[src/include/amsd_pkg.sv]
package amsd_pkg;

    // ------------------------------------------------------------------
    // bundle geometry
    // ------------------------------------------------------------------
    localparam int BUNDLE_W = 166;
    localparam int BODY_W   = 160;
    localparam int SUB_W    = 40;
    localparam int SUB_NUM  = 4;
    localparam int BODY_LSB = 5;
    localparam int CTRL_BIT = 165;

    // ------------------------------------------------------------------
    // register offsets (byte addresses, one word each)
    // ------------------------------------------------------------------
    localparam logic [7:0] OFS_CTRL    = 8'h00;
    localparam logic [7:0] OFS_SPATIAL = 8'h04;
    localparam logic [7:0] OFS_SUB0    = 8'h08;
    localparam logic [7:0] OFS_COMMIT  = 8'h18;
    localparam logic [7:0] OFS_STATUS  = 8'h1c;

    // ------------------------------------------------------------------
    // register layouts
    // ------------------------------------------------------------------
    typedef struct packed {
        logic [1:0] streamCountMinusOne;
        logic [1:0] viewCount;
        logic       passThrough;
        logic       spatialAudioSelect;
    } amsd_ctrl_s;

    typedef struct packed {
        logic [7:0] spatialSpeakerAlloc;
        logic [3:0] channelAllocStandard;
        logic [4:0] spatialChannelCount;
    } amsd_spatial_s;

    typedef struct packed {
        logic [23:0] languageTag;
        logic        languageTagValid;
        logic        supplPresent;
        logic        supplMixed;
        logic [2:0]  supplType;
        logic        viewRight;
        logic        viewLeft;
    } amsd_sub_s;

    // ------------------------------------------------------------------
    // reset values
    // ------------------------------------------------------------------
    localparam amsd_ctrl_s    CTRL_RST    = 6'h02;
    localparam amsd_spatial_s SPATIAL_RST = 17'h00000;
    localparam amsd_sub_s     SUB_RST     = 32'h00000000;
    localparam logic [BUNDLE_W-1:0] BUNDLE_RST =
        {1'b1, {(BUNDLE_W-1){1'b0}}};

    // ------------------------------------------------------------------
    // ahb-lite codes
    // ------------------------------------------------------------------
    localparam logic [1:0] HTRANS_NONSEQ = 2'h2;
    localparam logic [2:0] HSIZE_WORD    = 3'h2;

endpackage

[src/hw/amsd_host.sv]
`timescale 1ns/1ps
module amsd_host #(
    parameter int FIFO_DEPTH   = 2,
    parameter bit VSYNC_ACTIVE = 1'b1
) (
    input  wire logic                          clk,
    input  wire logic                          rst,
    input  wire logic                          hsel,
    input  wire logic [31:0]                   haddr,
    input  wire logic [1:0]                    htrans,
    input  wire logic                          hwrite,
    input  wire logic [2:0]                    hsize,
    input  wire logic [31:0]                   hwdata,
    input  wire logic                          hready,
    output      logic                          hreadyout,
    output      logic                          hresp,
    output      logic [31:0]                   hrdata,
    input  wire logic                          vsync,
    output      logic [amsd_pkg::BUNDLE_W-1:0] metadataBundle
);

    localparam int PW = (FIFO_DEPTH > 1) ? $clog2(FIFO_DEPTH) : 1;
    localparam int CW = $clog2(FIFO_DEPTH + 1);

    initial begin
        if (FIFO_DEPTH < 2 || (FIFO_DEPTH & (FIFO_DEPTH - 1)) != 0)
            $error("FIFO_DEPTH must be a power of two of at least 2");
    end

    // ------------------------------------------------------------------
    // ahb-lite slave
    // ------------------------------------------------------------------
    logic                   actQ;
    logic                   wrQ;
    logic [7:0]             addrQ;
    logic [31:0]            rdQ;
    amsd_pkg::amsd_ctrl_s    ctrlQ;
    amsd_pkg::amsd_spatial_s spatialQ;
    amsd_pkg::amsd_sub_s     subQ [amsd_pkg::SUB_NUM];
    logic                   dropQ;
    logic [7:0]             fieldCntQ;
    logic [31:0]            rdMux;
    logic                   addrPhase;
    logic                   wrData;
    logic                   wrCtrl;
    logic                   wrSpatial;
    logic                   wrCommit;
    logic                   wrStatus;
    logic                   inReady;
    logic                   outValid;
    logic [CW-1:0]          countQ;
    logic                   pop;

    assign hreadyout = 1'b1;   // zero wait states
    assign hresp     = 1'b0;   // always okay
    assign hrdata    = rdQ;
    assign addrPhase = hsel & hready & (htrans == amsd_pkg::HTRANS_NONSEQ);
    assign wrData    = actQ & wrQ;
    assign wrCtrl    = wrData & (addrQ == amsd_pkg::OFS_CTRL);
    assign wrSpatial = wrData & (addrQ == amsd_pkg::OFS_SPATIAL);
    assign wrCommit  = wrData & (addrQ == amsd_pkg::OFS_COMMIT);
    assign wrStatus  = wrData & (addrQ == amsd_pkg::OFS_STATUS);

    // read mux, unmapped words read zero
    always_comb begin
        rdMux = 32'h00000000;
        case (haddr[7:0])
            amsd_pkg::OFS_CTRL:    rdMux = {26'h0000000, ctrlQ};
            amsd_pkg::OFS_SPATIAL: rdMux = {15'h0000, spatialQ};
            amsd_pkg::OFS_STATUS:
                rdMux = {16'h0000, fieldCntQ, 3'h0, dropQ,
                         metadataBundle[amsd_pkg::CTRL_BIT],
                         outValid, inReady,
                         metadataBundle[0]};
            default: begin
                for (int k = 0; k < amsd_pkg::SUB_NUM; k++) begin
                    if (haddr[7:0] == amsd_pkg::OFS_SUB0 + 8'(4 * k))
                        rdMux = subQ[k];
                end
            end
        endcase
    end

    // address phase capture
    always_ff @(posedge clk or posedge rst) begin
        if (rst) begin
            actQ  <= 1'b0;
            wrQ   <= 1'b0;
            addrQ <= 8'h00;
            rdQ   <= 32'h00000000;
        end else if (hready) begin
            actQ  <= addrPhase;
            wrQ   <= hwrite;
            addrQ <= haddr[7:0];
            if (addrPhase && !hwrite)
                rdQ <= rdMux;
        end
    end

    // ------------------------------------------------------------------
    // configuration registers
    // ------------------------------------------------------------------
    always_ff @(posedge clk or posedge rst) begin
        if (rst) begin
            ctrlQ    <= amsd_pkg::CTRL_RST;
            spatialQ <= amsd_pkg::SPATIAL_RST;
        end else begin
            if (wrCtrl)
                ctrlQ <= hwdata[5:0];
            if (wrSpatial)
                spatialQ <= hwdata[16:0];
        end
    end

    generate
        for (genvar s = 0; s < amsd_pkg::SUB_NUM; s++) begin : g_subReg
            always_ff @(posedge clk or posedge rst) begin
                if (rst)
                    subQ[s] <= amsd_pkg::SUB_RST;
                else if (wrData && addrQ == amsd_pkg::OFS_SUB0 + 8'(4 * s))
                    subQ[s] <= hwdata;
            end
        end
    endgenerate

    // ------------------------------------------------------------------
    // bundle assembly
    // ------------------------------------------------------------------
    logic [amsd_pkg::BODY_W-1:0]   spatialBody;
    logic [amsd_pkg::BODY_W-1:0]   multiBody;
    logic [amsd_pkg::BUNDLE_W-1:0] builtBundle;

    // spatial layout, every reserved bit zero
    assign spatialBody = {136'h0,
                          spatialQ.spatialSpeakerAlloc, 4'h0,
                          spatialQ.channelAllocStandard, 3'h0,
                          spatialQ.spatialChannelCount};

    // one forty-bit slice per subpacket
    generate
        for (genvar s = 0; s < amsd_pkg::SUB_NUM; s++) begin : g_multi
            assign multiBody[amsd_pkg::SUB_W*s +: amsd_pkg::SUB_W] =
                {subQ[s].languageTag,
                 subQ[s].languageTagValid, 2'h0,
                 subQ[s].supplPresent, subQ[s].supplMixed,
                 subQ[s].supplType, 6'h00,
                 subQ[s].viewRight, subQ[s].viewLeft};
        end
    endgenerate

    // header and control bit around the selected body
    assign builtBundle = {ctrlQ.passThrough,
                          ctrlQ.spatialAudioSelect ? spatialBody : multiBody,
                          ctrlQ.streamCountMinusOne,
                          ctrlQ.viewCount,
                          ctrlQ.spatialAudioSelect};

    // ------------------------------------------------------------------
    // bundle buffer of FIFO_DEPTH entries, two by default
    // ------------------------------------------------------------------
    logic [amsd_pkg::BUNDLE_W-1:0] mem [FIFO_DEPTH];
    logic [PW-1:0]                 wrPtrQ;
    logic [PW-1:0]                 rdPtrQ;
    logic                          push;
    logic                          outReady;

    assign inReady  = (countQ != CW'(FIFO_DEPTH));
    assign outValid = (countQ != '0);
    assign push     = wrCommit & inReady;
    assign pop      = outValid & outReady;

    always_ff @(posedge clk) begin
        if (push)
            mem[wrPtrQ] <= builtBundle;
    end

    // pointers and fill level
    always_ff @(posedge clk or posedge rst) begin
        if (rst) begin
            wrPtrQ <= '0;
            rdPtrQ <= '0;
            countQ <= '0;
        end else begin
            if (push)
                wrPtrQ <= wrPtrQ + 1'b1;
            if (pop)
                rdPtrQ <= rdPtrQ + 1'b1;
            countQ <= countQ + CW'(push) - CW'(pop);
        end
    end

    // overflow flag, a refused commit wins over a status clear
    always_ff @(posedge clk or posedge rst) begin
        if (rst)
            dropQ <= 1'b0;
        else if (wrCommit && !inReady)
            dropQ <= 1'b1;
        else if (wrStatus && hwdata[4])
            dropQ <= 1'b0;
    end

    // ------------------------------------------------------------------
    // field sync and bundle update
    // ------------------------------------------------------------------
    logic vsyncPin;
    logic vsyncMetaQ;
    logic vsyncSyncQ;
    logic vsyncLastQ;

    assign vsyncPin = vsync ~^ VSYNC_ACTIVE;
    assign outReady = vsyncSyncQ & ~vsyncLastQ;

    // two-flop synchroniser plus edge stage
    always_ff @(posedge clk or posedge rst) begin
        if (rst) begin
            vsyncMetaQ <= 1'b0;
            vsyncSyncQ <= 1'b0;
            vsyncLastQ <= 1'b0;
        end else begin
            vsyncMetaQ <= vsyncPin;
            vsyncSyncQ <= vsyncMetaQ;
            vsyncLastQ <= vsyncSyncQ;
        end
    end

    // bundle changes only at a field edge
    always_ff @(posedge clk or posedge rst) begin
        if (rst) begin
            metadataBundle <= amsd_pkg::BUNDLE_RST;
            fieldCntQ      <= 8'h00;
        end else if (pop) begin
            metadataBundle <= mem[rdPtrQ];
            fieldCntQ      <= fieldCntQ + 8'h01;
        end
    end
endmodule

[config.mk]
export PLATFORM = sky130hd
export DESIGN_NAME = amsd_host
export DESIGN_NICKNAME = d
export VERILOG_FILES = /design/src/include/amsd_pkg.sv /design/src/hw/amsd_host.sv
export SDC_FILE = /design/constraint.sdc
export NUM_CORES = 1
export LEC_CHECK = 0
export BUFFER_PORTS_ARGS = -buffer_cell sky130_fd_sc_hd__buf_2
export CORE_ASPECT_RATIO = 1.4
export CORE_MARGIN = 8
export CORE_UTILIZATION = 50
export DETAILED_ROUTE_END_ITERATION = 10
export PLACE_DENSITY = 0.7
export SYNTH_ARGS = -nofsm -noshare
export SYNTH_HDL_FRONTEND = slang
export SYNTH_SLANG_ARGS = --single-unit
export TNS_END_PERCENT = 50
[constraint.sdc]
create_clock -name clk -period 13.8 [get_ports clk]
set_clock_uncertainty 0.15 [all_clocks]
set_input_delay 2.07 -clock clk [delete_from_list [all_inputs] [get_ports clk]]
set_output_delay 2.07 -clock clk [all_outputs]
set_load 0.01 [all_outputs]
==> impl_metrics.env <==
export IMPL_crit_path_start_kind="input port"
export IMPL_grt_pass1_vias=15000
export IMPL_maxCapViolations=0
export IMPL_dr_pass1_iters=5
export IMPL_ios=275
export IMPL_placed_cells=2544
export IMPL_pre_cts_slack_ps=8830
export IMPL_crit_start="haddr[2]"
export IMPL_syn_to_final_growth_pct=13.6
export IMPL_crit_end="hrdata[4]"
export IMPL_fp_dieArea_um2=57100
export IMPL_fin_crit_sh=0.304
export IMPL_finalMaxSlewViolations=0
export IMPL_setup_viol=0
export IMPL_cts_htree_levels=2
export IMPL_worstPathArrival_ps=4510
export IMPL_fin_crit_ps=4190
export IMPL_hold_path_class="register to register"
export IMPL_avgSynthCellArea_um2=14.0
export IMPL_path_max_fanout=45
export IMPL_ctsResizeCount=0
export IMPL_reg2reg_slack_ps=10070
export IMPL_status="complete, no violations"
export IMPL_post_dp_hpwl_um=41500
export IMPL_fin_tns_setup_ps=0
export IMPL_grt_max_degree=160
export IMPL_grt_pass1_wl_um=93200
export IMPL_cts_inserted_buffers=56
export IMPL_path_class="input port to register"
export IMPL_worstReg2RegEnd="mem[1][155]"
export IMPL_synth_edf_count=274
export IMPL_drt_drc_violations_left=0
export IMPL_worst_slew_pin_transition_ps=1180
export IMPL_core_area_um2=49000
export IMPL_ys_flop_type="dfrtp_1"
export IMPL_place_congestion=0.913
export IMPL_setup_ws_ps=9610
export IMPL_nets=2042
export IMPL_layout_drive_gt1_share=0.258
export IMPL_vdd_drop_max_v=0.000104
export IMPL_rr_startpoint="addrQ[5]"
export IMPL_power_density_nw_per_um2=169
export IMPL_ys_types=57
export IMPL_syn_instance_count=1779
export IMPL_die_h_um=280
export IMPL_slew_headroom=0.210
export IMPL_fmax_mhz=238
export IMPL_ff2ff_path_depth=5
export IMPL_core_rowCount=96
export IMPL_hold_viol=0
export IMPL_clockRootBuffer="clkbuf_16"
export IMPL_grt_antenna_before_repair=9
export IMPL_hold_slack_ps=219
export IMPL_async_flop_share=0.558
export IMPL_via_per_inst=5.48
export IMPL_die_w_um=204
export IMPL_cts_setup_buffers=0
export IMPL_overflow=0
export IMPL_clkSinkCount=620
export IMPL_syn_area_um2=24800
export IMPL_stdcell_count=2657
export IMPL_portBuffers=216
export IMPL_avgRoutedWirePerCell_um=23.3
export IMPL_cts_tree="built"
export IMPL_required_ps=14120
export IMPL_cts_hold_buffers=0
export IMPL_rsz0062_at_grt="no"
export IMPL_grt_util_all_layers=0.216
export IMPL_postRouteAntennaNets=0
export IMPL_cts_clk_slew_worst_paths_ps=60
export IMPL_clk_path_buf_depth=3
export IMPL_clk_latency_ps=610
export IMPL_ys_seq_area_frac=0.680
export IMPL_wirelength_um=61800
export IMPL_drtIter0Drc=853
export IMPL_endpoint_kind="register"
export IMPL_ys_ff_latch=620
export IMPL_p_leak_nw=11.8
export IMPL_initial_core_util=0.507
export IMPL_vias=14600
export IMPL_yosys_warnings=0
[final cells by class]
class	count	area, um^2
tap	637	797
multi-input combinational	1046	7360
timing repair buffer	237	1250
clock buffer	82	1600
clock inverter	24	263
inverter	4	22.5
antenna	7	17.5
fill	3984	20800
sequential	620	16900
[worst max-delay path: stages]
cell      delay, ps
buf_2            70
buf_4           470
nand4_1        1050
o21a_1          510
a211oi_1        190
o31ai_1          90
[report_power, final]
part,switching (W),leakage [nW],internal (W)
registers,0.000177,6.65,0.00216
logic,0.000500,4.29,0.000361
clock network,0.000674,0.897,0.000900
total,0.00135,11.8,0.00342
[Yosys cell counts, drive strengths merged (17+ instances only)]
library cell	count	area share
a21oi	19	0.0038
dfrtp	344	0.35
o211ai	17	0.0051
mux2	177	0.080
edfxtp	274	0.33
buf	72	0.018
nor2	25	0.0041
nor2b	121	0.030
nand2	191	0.029
o21ai	179	0.036
clkbuf	66	0.010
mux2i	142	0.057
[per-stage QoR]
| stage | utilization | cell area (um^2) | power [W] |
|---|---|---|---|
| after floorplan | - | 24900 | 0.00286 |
| final | 0.576 | 28200 | 0.00477 |
| after global placement | 0.537 | 26300 | 0.00324 |
| after detailed placement | 0.537 | 26300 | 0.00327 |
| after global routing | 0.575 | 28200 | 0.00501 |
| after CTS | 0.575 | 28200 | 0.00484 |
[metal layers]
layer / vias to the layer above / wire length, um / track usage
met5: - / 13 / 0
met1: 7301 / 22700 / 0.248
met3: 125 / 3670 / 0.0431
li1: 6728 / - / -
met2: 399 / 32800 / 0.388
met4: 2 / 2580 / 0.0877
[cell usage in the layout (no fill, tap or decap), drive strengths merged, types with 13 or more instances in the layout]
cell type and count:
dfrtp 344, edfxtp 274, buf 237, nand2 191, o21ai 179, mux2 177
mux2i 142, nor2b 121, clkbuf 82, conb 31, nor2 25, a21oi 19
o211ai 17, a221oi 16, and3 13, nor3 13, clkinv 13
[flip-flops by register name, indices dropped and copies added, names as in the netlist]
register,cells
addrQ,8
fieldCntQ,8
vsyncLastQ,1
actQ,1
vsyncMetaQ,1
spatialBody,17
vsyncSyncQ,1
metadataBundle,137
builtBundle,6
wrQ,1
wrPtrQ,1
dropQ,1
countQ,2
hrdata,32
rdPtrQ,1
mem,274
multiBody,128
[worst min path at each step]
stage            endpoint  startpoint  cells after the start
3_3_place_gp   vsyncSyncQ  vsyncMetaQ                      0
6_report       vsyncSyncQ  vsyncMetaQ                      0
3_5_place_dp   vsyncSyncQ  vsyncMetaQ                      0
5_1_grt        vsyncSyncQ  vsyncMetaQ                      0
2_1_floorplan  vsyncSyncQ  vsyncMetaQ                      0
4_1_cts        vsyncSyncQ  vsyncMetaQ                      0
[kinds of logic (layout without fill, tap and decap cells)]
kind of cell / count (synthesis) / after routing / share of synthesized area
xor+xnor: 12 / 12 / 0.00423
other cells: 2 / 38 / 0.000303
mux: 319 / 319 / 0.138
compound gates: 266 / 266 / 0.0626
buf+inv: 142 / 347 / 0.0286
simple gates: 416 / 416 / 0.0854
fa+ha+maj: 2 / 2 / 0.00101
flops: 620 / 620 / 0.680
No activity file was read; power rests on OpenSTA's default activity.
